==> config.mk <==
export PLATFORM = sky130hd
export DESIGN_NAME = rsc_ctrl
export DESIGN_NICKNAME = d
export VERILOG_FILES = /design/src/rsc_pkg.sv /design/src/rsc_pin_filter.sv /design/src/rsc_ctrl.sv
export VERILOG_INCLUDE_DIRS = /design/src
export SDC_FILE = /design/constraint.sdc
export NUM_CORES = 1
export LEC_CHECK = 0
export ABC_AREA = 1
export BUFFER_PORTS_ARGS = -buffer_cell sky130_fd_sc_hd__buf_2
export CAP_MARGIN = 20
export CORE_UTILIZATION = 35
export CTS_CLUSTER_SIZE = 20
export DETAILED_ROUTE_END_ITERATION = 16
export PLACE_DENSITY = 0.58
export SLEW_MARGIN = 10
export SYNTH_ARGS = -nofsm -noshare
export SYNTH_HDL_FRONTEND = slang
export SYNTH_HIERARCHICAL = 1
export SYNTH_SLANG_ARGS = --single-unit
==> constraint.sdc <==
create_clock -name clk -period 3.6 [get_ports clk]
set_input_delay 0.72 -clock clk [delete_from_list [all_inputs] [get_ports clk]]
set_output_delay 0.72 -clock clk [all_outputs]
set_load 0.005 [all_outputs]
==> src/rsc_regs.svh <==
/*
  Constants of the system reset controller: flag positions, reset values and timing counts.
  Assumes a 125 MHz system clock; included by the package and by the design modules.
*/
//----------------------------------------------------------------------
// What this block does
//----------------------------------------------------------------------
`ifndef RSC_REGS_SVH
`define RSC_REGS_SVH

//----------------------------------------------------------------------
// reset cause flag positions
//----------------------------------------------------------------------
`define RSC_FLAG_POR      0
`define RSC_FLAG_EXT      1
`define RSC_FLAG_BOD      2
`define RSC_FLAG_WDT      3
`define RSC_FLAG_TC       4
`define RSC_FLAG_W        5
`define RSC_FLAG_RST      5'h01

//----------------------------------------------------------------------
// timing
//----------------------------------------------------------------------
`define RSC_CLK_MHZ       125
`define RSC_T_RST_NS      1500
`define RSC_T_RST_CYC     ((`RSC_T_RST_NS * `RSC_CLK_MHZ + 999) / 1000)
`define RSC_PIN_CNT_W     8
`define RSC_DLY_W         16
`define RSC_DLY_BASE      16'h0040
`define RSC_FUSE_W        4

`endif

==> src/rsc_pkg.sv <==
/*
  Types of the system reset controller.
  Assumes rsc_regs.svh is on the include path.
*/
`include "rsc_regs.svh"

package rsc_pkg;

  // reset requests as they arrive, asynchronous except the watchdog expiry
  typedef struct packed {
    logic test_chain_bit;   // test chain reset register
    logic bod_below;        // brown-out detector output
    logic wdt_expire;       // watchdog period expired, system clock domain
    logic por_below;        // supply below power-on threshold
  } rsc_src_type;

  typedef struct packed {
    logic test_chain_flag;
    logic watchdog_flag;
    logic brownout_flag;
    logic external_pin_flag;
    logic power_on_flag;
  } rsc_cause_type;

  typedef enum logic [1:0] {
    RSC_HOLD,
    RSC_DELAY,
    RSC_RUN
  } rsc_state_type;

endpackage : rsc_pkg

==> src/rsc_pin_filter.sv <==
/*
  Qualifier for the external reset pin: synchronises the pin and reports a reset once it
  has stayed low for the minimum pulse width. Assumes a free-running system clock.
*/
`timescale 1ns/1ps
`include "rsc_regs.svh"

module rsc_pin_filter (
  input  wire logic clk,            // system clock
  input  wire logic rst_b,          // async reset, active low
  input  wire logic pin_b,          // external reset pin, active low
  output logic      pin_reset       // qualified pin reset, level
);

  localparam logic [`RSC_PIN_CNT_W-1:0] MIN_CYC = `RSC_PIN_CNT_W'(`RSC_T_RST_CYC);

  logic                      meta_ff;
  logic                      sync_ff;
  logic [`RSC_PIN_CNT_W-1:0] cnt_ff;
  logic [`RSC_PIN_CNT_W-1:0] nxt_cnt;
  logic                      hit_ff;
  logic                      nxt_hit;

  //----------------------------------------------------------------------
  // low-time count
  //----------------------------------------------------------------------
  always_comb begin
    nxt_cnt = cnt_ff;
    nxt_hit = hit_ff;
    if (sync_ff) begin
      nxt_cnt = '0;
      nxt_hit = 1'b0;
    end else if (cnt_ff != MIN_CYC) begin
      nxt_cnt = cnt_ff + `RSC_PIN_CNT_W'(1);
    end else begin
      nxt_hit = 1'b1;
    end
  end

  // pin idles high, so the synchroniser resets to one
  always_ff @(posedge clk or negedge rst_b) begin
    if (!rst_b) begin
      meta_ff <= 1'b1;
      sync_ff <= 1'b1;
      cnt_ff  <= '0;
      hit_ff  <= 1'b0;
    end else begin
      meta_ff <= pin_b;
      sync_ff <= meta_ff;
      cnt_ff  <= nxt_cnt;
      hit_ff  <= nxt_hit;
    end
  end

  assign pin_reset = hit_ff;

endmodule : rsc_pin_filter

==> src/rsc_ctrl.sv <==
/*
  System reset controller: merges the five reset sources, drives the port reset with only the watchdog pulse clocked,
  stretches the internal reset by a fuse-selected delay and keeps the reset cause flags.
  Assumes the watchdog expiry input is on this clock; all other sources are asynchronous.
*/
`timescale 1ns/1ps
`include "rsc_regs.svh"

module rsc_ctrl #(
  parameter logic [`RSC_DLY_W-1:0] DLY_BASE = `RSC_DLY_BASE   // shortest stretch, cycles
) (
  input  wire logic                   clk,                // system clock
  input  wire logic                   rst_b,              // async reset of this logic, active low
  input  wire rsc_pkg::rsc_src_type   src,                // reset sources except the pin
  input  wire logic                   ext_pin_b,          // external reset pin, active low
  input  wire logic                   wdt_enable,         // watchdog enabled
  input  wire logic                   bod_enable,         // brown-out detection enabled
  input  wire logic [`RSC_FUSE_W-1:0] clock_select_fuses, // stretch length select
  input  wire logic                   flag_wr,            // software write of the cause flags
  input  wire rsc_pkg::rsc_cause_type flag_wr_data,       // value written, zero clears
  output logic                        port_reset_b,       // I/O port reset, async, active low
  output logic                        io_reset_b,         // stretched internal reset, active low
  output logic                        vector_fetch,       // one-cycle start at the reset vector
  output rsc_pkg::rsc_cause_type      reset_cause_register, // cause flags
  output rsc_pkg::rsc_state_type      state               // sequencer state
);

  import rsc_pkg::*;

  //----------------------------------------------------------------------
  // terminal count from the fuses
  //----------------------------------------------------------------------
  // upper fuse pair scales by powers of four, lower pair adds quarters
  function automatic logic [`RSC_DLY_W-1:0] dly_term(input logic [`RSC_FUSE_W-1:0] sel);
    logic [`RSC_DLY_W-1:0] base;
    base = '0;
    unique case (sel[3:2])
      2'h0: base = DLY_BASE;
      2'h1: base = DLY_BASE << 2;
      2'h2: base = DLY_BASE << 4;
      2'h3: base = DLY_BASE << 6;
    endcase
    dly_term = base + ((base >> 2) * `RSC_DLY_W'(sel[1:0]));
  endfunction : dly_term

  //----------------------------------------------------------------------
  // synchronisers for asynchronous sources
  //----------------------------------------------------------------------
  localparam int NSYNC = 3;

  logic [NSYNC-1:0] async_in;
  logic [NSYNC-1:0] meta_ff;
  logic [NSYNC-1:0] sync_ff;
  logic             por_s;
  logic             bod_s;
  logic             tc_s;
  logic             ext_s;

  assign async_in = {src.test_chain_bit, src.bod_below, src.por_below};

  generate
    for (genvar i = 0; i < NSYNC; i++) begin : g_sync
      always_ff @(posedge clk or negedge rst_b) begin
        if (!rst_b) begin
          meta_ff[i] <= 1'b0;
          sync_ff[i] <= 1'b0;
        end else begin
          meta_ff[i] <= async_in[i];
          sync_ff[i] <= meta_ff[i];
        end
      end
    end
  endgenerate

  assign por_s = sync_ff[0];
  assign bod_s = sync_ff[1] & bod_enable;
  assign tc_s  = sync_ff[2];

  rsc_pin_filter u_pin (
    .clk       (clk),
    .rst_b     (rst_b),
    .pin_b     (ext_pin_b),
    .pin_reset (ext_s)
  );

  //----------------------------------------------------------------------
  // watchdog pulse
  //----------------------------------------------------------------------
  logic wdt_dly_ff;
  logic nxt_wdt_dly;
  logic wdt_pulse_ff;
  logic nxt_wdt_pulse;

  // a held expiry still yields only one cycle of reset
  always_comb begin
    nxt_wdt_dly   = src.wdt_expire;
    nxt_wdt_pulse = src.wdt_expire & ~wdt_dly_ff & wdt_enable;
  end

  always_ff @(posedge clk or negedge rst_b) begin
    if (!rst_b) begin
      wdt_dly_ff   <= 1'b0;
      wdt_pulse_ff <= 1'b0;
    end else begin
      wdt_dly_ff   <= nxt_wdt_dly;
      wdt_pulse_ff <= nxt_wdt_pulse;
    end
  end

  //----------------------------------------------------------------------
  // port reset, no clock in the path except the watchdog pulse
  //----------------------------------------------------------------------
  // raw asynchronous sources on purpose: the ports must follow even with the clock stopped
  assign port_reset_b = ~(src.por_below | ~ext_pin_b | (src.bod_below & bod_enable)
                          | src.test_chain_bit | wdt_pulse_ff | ~rst_b);

  //----------------------------------------------------------------------
  // sequencer
  //----------------------------------------------------------------------
  logic                  any_src;
  rsc_state_type         state_ff;
  rsc_state_type         nxt_state;
  logic [`RSC_DLY_W-1:0] cnt_ff;
  logic [`RSC_DLY_W-1:0] nxt_cnt;
  logic [`RSC_DLY_W-1:0] term_ff;
  logic [`RSC_DLY_W-1:0] nxt_term;
  logic                  io_rst_ff;
  logic                  nxt_io_rst;
  logic                  fetch_ff;
  logic                  nxt_fetch;

  assign any_src = por_s | ext_s | bod_s | tc_s | wdt_pulse_ff;

  always_comb begin
    nxt_state  = state_ff;
    nxt_cnt    = cnt_ff;
    nxt_term   = term_ff;
    nxt_fetch  = 1'b0;
    nxt_io_rst = 1'b1;
    unique case (state_ff)
      RSC_HOLD: begin
        nxt_cnt  = '0;
        // fuses are caught while held so the stretch never changes mid-count
        nxt_term = dly_term(clock_select_fuses);
        if (!any_src) begin
          nxt_state = RSC_DELAY;
        end
      end
      RSC_DELAY: begin
        if (any_src) begin
          nxt_state = RSC_HOLD;
          nxt_cnt   = '0;
        end else if (cnt_ff >= term_ff - `RSC_DLY_W'(1)) begin
          nxt_state  = RSC_RUN;
          nxt_io_rst = 1'b0;
          nxt_fetch  = 1'b1;
        end else begin
          nxt_cnt = cnt_ff + `RSC_DLY_W'(1);
        end
      end
      RSC_RUN: begin
        if (any_src) begin
          nxt_state = RSC_HOLD;
        end else begin
          nxt_io_rst = 1'b0;
        end
      end
      // the unused fourth code falls back to holding reset
      default: begin
        nxt_state = RSC_HOLD;
      end
    endcase
  end

  always_ff @(posedge clk or negedge rst_b) begin
    if (!rst_b) begin
      state_ff  <= RSC_HOLD;
      cnt_ff    <= '0;
      term_ff   <= `RSC_DLY_BASE;
      io_rst_ff <= 1'b1;
      fetch_ff  <= 1'b0;
    end else begin
      state_ff  <= nxt_state;
      cnt_ff    <= nxt_cnt;
      term_ff   <= nxt_term;
      io_rst_ff <= nxt_io_rst;
      fetch_ff  <= nxt_fetch;
    end
  end

  assign io_reset_b   = ~io_rst_ff;
  assign vector_fetch = fetch_ff;
  assign state        = state_ff;

  //----------------------------------------------------------------------
  // reset cause flags
  //----------------------------------------------------------------------
  logic [`RSC_FLAG_W-1:0] flag_ff;
  logic [`RSC_FLAG_W-1:0] nxt_flag;
  logic [`RSC_FLAG_W-1:0] set_v;
  logic [`RSC_FLAG_W-1:0] clr_v;

  // a source event in the clearing cycle is kept: set beats clear
  always_comb begin
    set_v = '0;
    clr_v = '0;
    set_v[`RSC_FLAG_POR] = por_s;
    set_v[`RSC_FLAG_EXT] = ext_s;
    set_v[`RSC_FLAG_BOD] = bod_s;
    set_v[`RSC_FLAG_WDT] = wdt_pulse_ff;
    set_v[`RSC_FLAG_TC]  = tc_s;
    if (flag_wr) begin
      clr_v = ~flag_wr_data;
    end
    if (por_s) begin
      clr_v[`RSC_FLAG_TC:`RSC_FLAG_EXT] = '1;
    end
    nxt_flag = (flag_ff & ~clr_v) | set_v;
  end

  always_ff @(posedge clk or negedge rst_b) begin
    if (!rst_b) begin
      flag_ff <= `RSC_FLAG_RST;
    end else begin
      flag_ff <= nxt_flag;
    end
  end

  assign reset_cause_register = flag_ff;

endmodule : rsc_ctrl

==> summary.md, run 1 <==
| Metric | Value |
|---|---|
| Status | complete, no violations |
| Period utilization | 79.07% |
| Synthesized cell area | approximately 0.0034 mm² |
| Combinational power share | 35.6% |
| Hpwl dp | between 5000 and 6000 µm |
| Switching portion of total power | 39.32% |
| Aggregate routed wire length | a little over 7000 µm |
| Placer Congestion | around 0.8 |
| Routed length per instance | around 12 µm |
| Setup WS post-layout | between 0.7 and 0.8 ns |
| Initial DRC Count | approximately 140 |
| Final Max Tran Viols | 0 |
| Residual DRC | 0 |
| Final core utilization | between 40% and 50% |
| Die footprint | between 0.01 and 0.015 mm² |
| Via count | between 2000 and 3000 |
| First-pass detailed-route iteration total | 4 |
| Reg2Reg Depth | 18 |
| Slowest CP cell | dfstp_2 |
| CTS tree | yes |
| Leakage | approximately 2.0 nW |
| Clk network pwr share | between 20% and 30% |
| CTS Hold Bufs | 0 |
| Setup TNS | 0 ns |
| Final Hold Viols | 0 |
| Dpl ws | approximately 0.8 ns |
| Area Growth Syn to Fin | 11.01% |
| Number of max-cap violations | 0 |
| P_sw | about 0.67 mW |
| Std-Cell Core Area | roughly 0.0094 mm² |
| Seq/Total Area, Yosys | just under 40% |
| Grt ovf | 0 |
| Yosys warnings | 6 |
| Tmin final | between 2 and 3 ns |
| Clock skew | between 0.01 and 0.015 ns |
| Cells on Worst Hold Path | 0 |
| CTS Sinks | 54 |
| CP max FO | 16 |
| Required @ worst endpoint | 3.81 ns |
| Flop pwr share | around 42% |
| Count of final setup violators | 0 |
| Initial Util | 36.52% |
| Boundary pin count | 29 |
| Largest net degree at the start of global routing | 55 |
| Cts repair resizes | 0 |
| CP Data Arrival Time | 3.06 ns |
| Synthesized flop and latch total | between 50 and 60 |
| R2R Setup Slk | between 0.7 and 0.8 ns |
| Kind of end point of the critical path | flip-flop |
| Clock Tree Buf Depth | 2 |
| Crit path cell chain | inv_1 > nand2_1 > nor2_1 > nand3_1 > nor3_1 > nand2_1 > xor2_1 > ha_1 > nand2_1 > nand2_1 > nand2_1 > nand3_1 > nor2_1 > nand2_2 > nand2_4 > nand2_4 > nand2_1 > nand2_1 |
| Buffer count from post-CTS setup fixing | 0 |
| Syn_area_per_cell | about 7.3 µm² |
| Htree depth | 2 |
| Gate Count Post-Synth | about 470 |
| Final net count | between 500 and 600 |
| Cell mode on critical path | nand2_1 |
| Hold path endpoint | sync_ff[1] |
| Unrepaired setup endpoints after global routing | no |
| Antenna Violating Nets Remaining | 0 |
| Antenna violations before repair | 0 |
| Max Freq | 351.3 MHz |
| Die width | 100.9 µm |
| Slew @ Worst Pin | approximately 0.68 ns |
| Vias per cell | between 4 and 5 |
| Hold Crit Start | meta_ff[1] |
| Layout cells sized above 1 | between 10% and 20% |
| Diodes inserted | 0 |
| Max-slew headroom | a little over half |
| Port bufs | 28 |
| Worst skew pair latency | 0.32 ns |
| Yosys cell types | 33 |
| R2r startpoint | term_ff[6] |
| Hold Path Class | flip-flop to flip-flop |
| Clk Tree Root Cell | clkbuf_8 |
| Mapped Nets | just over 500 |
| Critical Path Max Stage Delay | 0.39 ns |
| Most common cell after layout, fill and taps aside | nand2_1 |
| Vias in the first global route | about 2800 |
| Critical path class | flip-flop to flip-flop |
| Site Rows | 35 |
| RR Endpoint | cnt_ff[9] |
| Peak VDD IR | 0.2320 mV |
| PD cells | 445.2 mW/mm² |
| Worst Setup Start Kind | flip-flop |
| Most frequent cells in the layout | nand2_1 (146), nor2_1 (62), inv_1 (60) |
| Gr usage total | 15.81% |
| Die Span Y | roughly 100 µm |
| Pint | 1.026 mW |
| CTS Buf Count | 5 |
| Clock transition at path regs | between 0.1 and 0.15 ns |
| First-pass GRT wire length | between 10000 and 15000 µm |
==> worst max-delay path: cells and delay by family (launching register included) <==
family / cells / cell delay [ns]
buf+inv: 1 / 0.09
fa+ha+maj: 1 / 0.29
xor+xnor: 1 / 0.17
flops: 1 / 0.39
simple gates: 15 / 1.79
==> cells in the mapped netlist <==
library cell,number,area (µm²)
xnor2_1,2,17.52
nor3_2,1,10.01
a2111oi_0,1,8.760
o22ai_1,1,6.260
nand3_1,39,195.2
inv_2,3,11.26
o21bai_1,3,22.52
clkbuf_1,2,7.510
bufinv_8,1,17.52
buf_2,2,10.01
or2_2,1,6.260
nor3_1,7,35.03
a21oi_1,5,25.02
nand2_4,2,22.52
xor2_1,7,61.31
o211ai_1,2,15.01
nand4_1,4,25.02
dfstp_2,5,131.4
ha_1,26,325.3
nand3_2,4,40.04
nand3b_1,1,7.510
nand4_2,1,12.51
nor3b_1,2,15.01
o21ai_0,16,80.08
nand2_1,146,548.0
nand2_2,3,18.77
buf_6,1,11.26
dfrtp_1,49,1226
nor2_1,62,232.7
nor2_2,6,37.54
o31ai_1,1,7.510
inv_1,60,225.2
a31oi_1,1,6.260
==> metrics by stage <==
step | hold WS [ns] | cell area [µm²] | std cells | total power [mW]
after floorplan | 0.3312 | 3422 | 467 | 1.188
after global placement | 0.3324 | 3702 | 620 | 1.326
after detailed placement | 0.3410 | 3702 | 620 | 1.338
after CTS | 0.3690 | 3799 | 628 | 1.718
after global routing | 0.3706 | 3799 | 628 | 1.839
final | 0.3633 | 3799 | 628 | 1.691
==> power groups by stage <==
stage	clock network (mW)	registers, mW	logic [mW]
2_1_floorplan	0	0.719	0.468
3_3_place_gp	0	0.728	0.598
3_5_place_dp	0	0.728	0.609
4_1_cts	0.389	0.717	0.612
5_1_grt	0.410	0.725	0.703
6_report	0.372	0.716	0.603
==> layer usage <==
layer  GRT usage, %  wire, µm  share of wire (%)  vias up
met5              0         0                  0        -
met4          3.679        65               0.90        0
met3          2.774       167                2.3        5
met2          25.24      3343                 46       39
met1          22.28      3665                 51     1361
li1               -         -                  -     1531
==> cell families after synthesis <==
logic type | after synthesis | synth area share [%]
and+or+nand+nor | 279 | 35.25
buffers and inverters | 69 | 8.264
DFF | 54 | 39.67
AOI/OAI and AO/OA | 30 | 5.009
adders and majority gates | 26 | 9.506
xor gates and xnor gates | 9 | 2.304
==> layout make-up <==
type / instances / area [µm²]
clock buffer: 5 / 68.82
timing repair buffer: 29 / 147.6
tap: 129 / 161.4
clock inverter: 3 / 27.53
multi-input combinational: 344 / 1782
inverter: 64 / 254.0
fill: 1001 / 5573
sequential: 54 / 1358
==> worst max-delay path by stage <==
stage	to	cells after the start	startpoint	slack [ns]
5_1_grt	cnt_ff[7]	18	term_ff[6]	0.39
6_report	cnt_ff[9]	18	term_ff[6]	0.75
3_3_place_gp	cnt_ff[5]	18	term_ff[6]	0.87
4_1_cts	cnt_ff[11]	18	term_ff[6]	0.76
2_1_floorplan	cnt_ff[14]	18	term_ff[6]	1.14
3_5_place_dp	cnt_ff[13]	18	term_ff[6]	0.78
==> state kept, by name, indices dropped and copies added (netlist names), 2 cells and up <==
name	cells
cnt_ff	16
meta_ff	3
reset_cause_register	5
state	2
term_ff	10
u_pin/cnt_ff	8
Note: power is estimated with default switching activity, not from simulation.
==> inputs of run 2 (changes only) <==
--- a/config.mk
+++ b/config.mk
@@ -12,7 +12,7 @@
 export CORE_UTILIZATION = 35
 export CTS_CLUSTER_SIZE = 20
 export DETAILED_ROUTE_END_ITERATION = 16
-export PLACE_DENSITY = 0.58
+export PLACE_DENSITY = 0.6
 export SLEW_MARGIN = 10
 export SYNTH_ARGS = -nofsm -noshare
 export SYNTH_HDL_FRONTEND = slang
==> constraint.sdc (replaced) <==
create_clock -name clk -period 2.4 [get_ports clk]
set_input_delay 0.48 -clock clk [delete_from_list [all_inputs] [get_ports clk]]
set_output_delay 0.48 -clock clk [all_outputs]
set_load 0.005 [all_outputs]
==> run 2 against run 1 <==
Compared with the run above: the run now ends with negative setup slack left; total power grew 81%; clock power up 71%; worst hold slack got worse by 0.090 ns; routed wire length rose by 3.2%; critical path type unchanged; critical endpoint unchanged.
==> summary.md, run 2 (synthesized netlist as in run 1, its figures left out) <==
| Metric | Value |
|---|---|
| Die footprint | 0.01018 mm² (unchanged) |
| Via count | 3038 (+3.5%) |
| Final Hold Viols | 0 (unchanged) |
| Routed length per instance | 11.38 µm (-1.3%) |
| Worst Setup Start Kind | flip-flop |
| CTS Hold Bufs | 0 (unchanged) |
| Slew @ Worst Pin | 0.9111 ns (+0.2301 ns) |
| Post-Place Cells | 639 (+3.1%) |
| Most common cell after layout, fill and taps aside | nand2_1 |
| Antenna Violating Nets Remaining | 0 (unchanged) |
| Aggregate routed wire length | 7475 µm (+3.2%) |
| First-pass detailed-route iteration total | 4 (unchanged) |
| Failing checks | negative setup slack |
| Final Cell Area | 0.004220 mm² (+11%) |
| Residual DRC | 0 (unchanged) |
| Port bufs | 28 (unchanged) |
| Flop pwr share | 35.3% (-7.0 points) |
| Max-slew headroom | 39.11% (-15 points) |
| Hpwl dp | 5572 µm (+0.99%) |
| P_sw | 1.148 mW (+73%) |
| Antenna violations before repair | 0 (unchanged) |
| Clk network pwr share | 20.8% (-1.2 points) |
| Count of final setup violators | 20 (+20) |
| Combinational power share | 44.0% (+8.4 points) |
| Most frequent cells in the layout | nand2_1 (134), inv_1 (58), nor2_1 (55) |
| Unrepaired setup endpoints after global routing | yes |
| PD cells | 726.5 mW/mm² (+63%) |
| Boundary pin count | 29 (unchanged) |
| Grt ovf | 0 (unchanged) |
| Site Rows | 35 (unchanged) |
| Vias in the first global route | 2997 (+8.6%) |
| Status | finished, violations left |
| Filler cell count | 1003 (+0.20%) |
| Period utilization | 108.8% (+30 points) |
| Tot Pwr | 3.066 mW (+81%) |
| Final core utilization | 45.03% (+4.5 points) |
| Kind of end point of the critical path | flip-flop |
| CP max FO | 7 (-9) |
| Leakage | 2.187 nW (+8.7%) |
| Crit path cell chain | inv_2 > nand2_2 > nor2_4 > nand3_4 > nor3_4 > nand2_1 > xor2_1 > ha_1 > nand2_1 > nor2_2 > nand2_2 > nor2_2 > nand2_2 > nand2_4 > nand2_8 > buf_12 > nand3_1 > nand2_1 |
| Tmin final | 2.612 ns (-0.2343 ns) |
| First-pass GRT wire length | 13300 µm (+3.8%) |
| Cells on Worst Hold Path | 1 (+1) |
| Clock skew | 0.01397 ns (+0.002921 ns) |
| CTS Sinks | 54 (unchanged) |
| Final net count | 572 (+5.3%) |
| Pint | 1.918 mW (+87%) |
| Peak VDD IR | 0.3891 mV (+68%) |
| Hold Path Class | primary input to flip-flop |
| Initial Util | 36.52% (unchanged) |
| Worst skew pair latency | 0.31 ns (about the same) |
| Area Growth Syn to Fin | 23.33% |
| Vias per cell | 4.624 (-1.1%) |
| Max Freq | 382.8 MHz (+9.0%) |
| Reg2Reg Depth | 18 (unchanged) |
| Critical path class | flip-flop to flip-flop |
| CTS Buf Count | 5 (unchanged) |
| Placed Area | 0.003862 mm² (+4.3%) |
| Layout cells sized above 1 | 23.30% (+10 points) |
| Gr usage total | 16.33% (+0.51 points) |
| Initial DRC Count | 73 (-47%) |
| Clk Tree Root Cell | clkbuf_8 |
| Max reg flops | 16 (unchanged) |
| Diodes inserted | 0 (unchanged) |
| Critical Path Max Stage Delay | 0.40 ns (about the same) |
| Required @ worst endpoint | 2.60 ns (-1.21 ns) |
| Die width | 100.9 µm (unchanged) |
| Largest net degree at the start of global routing | 55 (unchanged) |
| Die Span Y | 100.9 µm (unchanged) |
| Largest register by flop count | cnt_ff |
| Placer Congestion | 0.8340 (+4.9%) |
| CTS tree | yes |
| Clock transition at path regs | 0.10 ns (about the same) |
| Setup WS post-layout | -0.2121 ns (-0.9657 ns) |
| Clock Tree Buf Depth | 2 (unchanged) |
| Switching portion of total power | 37.45% (-1.9 points) |
| Largest regs | cnt_ff: 16 flops, term_ff: 10 flops, u_pin/cnt_ff: 8 flops |
| Htree depth | 2 (unchanged) |
| Final std cells w/o fill | 657 (+4.6%) |
| Slowest CP cell | dfrtp_1 |
| Final Max Tran Viols | 0 (unchanged) |
| Std-Cell Core Area | 0.009371 mm² (unchanged) |
| Number of max-cap violations | 0 (unchanged) |
| CP Data Arrival Time | 2.81 ns (-0.25 ns) |
run 2: what timing repair did:
item	CTS	global route
gates cloned	1	0
endpoints found under the setup margin	20	20
buffers inserted	9	1
pin swaps	10	24
gates resized for setup	14	27
run 2: final cells by class:
cell class	instances	area [µm²]	share of cell area, %
Inverter	64	254.0	6.018
Sequential cell	54	1358	32.17
Timing Repair Buffer	57	377.9	8.953
Tap cell	129	161.4	3.824
Clock buffer	5	68.82	1.631
Clock inverter	3	47.55	1.127
Multi-Input combinational cell	345	1953	46.28
run 2: final timing paths:
| path | start | endpoint | slack [ns] |
|---|---|---|---|
| setup / recovery | term_ff[5] | cnt_ff[9] | -0.21 |
| hold / removal | ext_pin_b | u_pin/meta_ff | 0.27 |
| setup reg to reg | term_ff[5] | cnt_ff[9] | -0.21 |
| hold reg to reg | meta_ff[1] | sync_ff[1] | 0.36 |
| max in group asynchronous | rst_b | cnt_ff[2] | 1.64 |
| min in group asynchronous | rst_b | meta_ff[1] | 0.31 |
run 2: layer usage:
| layer | part of all wire [%] | global-route usage [%] | wire length, µm | vias to the layer above |
|---|---|---|---|---|
| met5 | 0 | 0 | 0 | - |
| met1 | 48 | 20.80 | 3559 | 1390 |
| met3 | 1.6 | 1.942 | 119 | 15 |
| li1 | - | - | - | 1593 |
| met4 | 2.2 | 5.797 | 162 | 0 |
| met2 | 49 | 28.45 | 3635 | 40 |
run 2: through the flow:
step	worst slack [ns]	TNS, ns	hold WS [ns]
after CTS	-0.1488	-2.484	0.2596
after floorplan	0.02674	0	0.1844
after global placement	-0.2057	-3.238	0.3346
final	-0.2121	-3.630	0.2737
after global routing	-0.4150	-7.654	0.2554
after detailed placement	-0.2387	-4.078	0.3379
run 2: worst max-delay path: cells and delay by family, from the launching register on:
| family | cells | cell delay (ns) |
|---|---|---|
| XOR/XNOR | 1 | 0.15 |
| adder cells (fa/ha/maj) | 1 | 0.29 |
| buffers and inverters | 2 | 0.26 |
| flip-flops | 1 | 0.40 |
| AND/OR/NAND/NOR | 14 | 1.40 |
run 2: power by group through the flow:
stage	clock network, mW	logic, mW	registers (mW)
2_1_floorplan	0	0.707	1.08
3_3_place_gp	0	1.04	1.09
3_5_place_dp	0	1.07	1.09
4_1_cts	0.669	1.23	1.08
5_1_grt	0.698	1.52	1.09
6_report	0.637	1.35	1.08
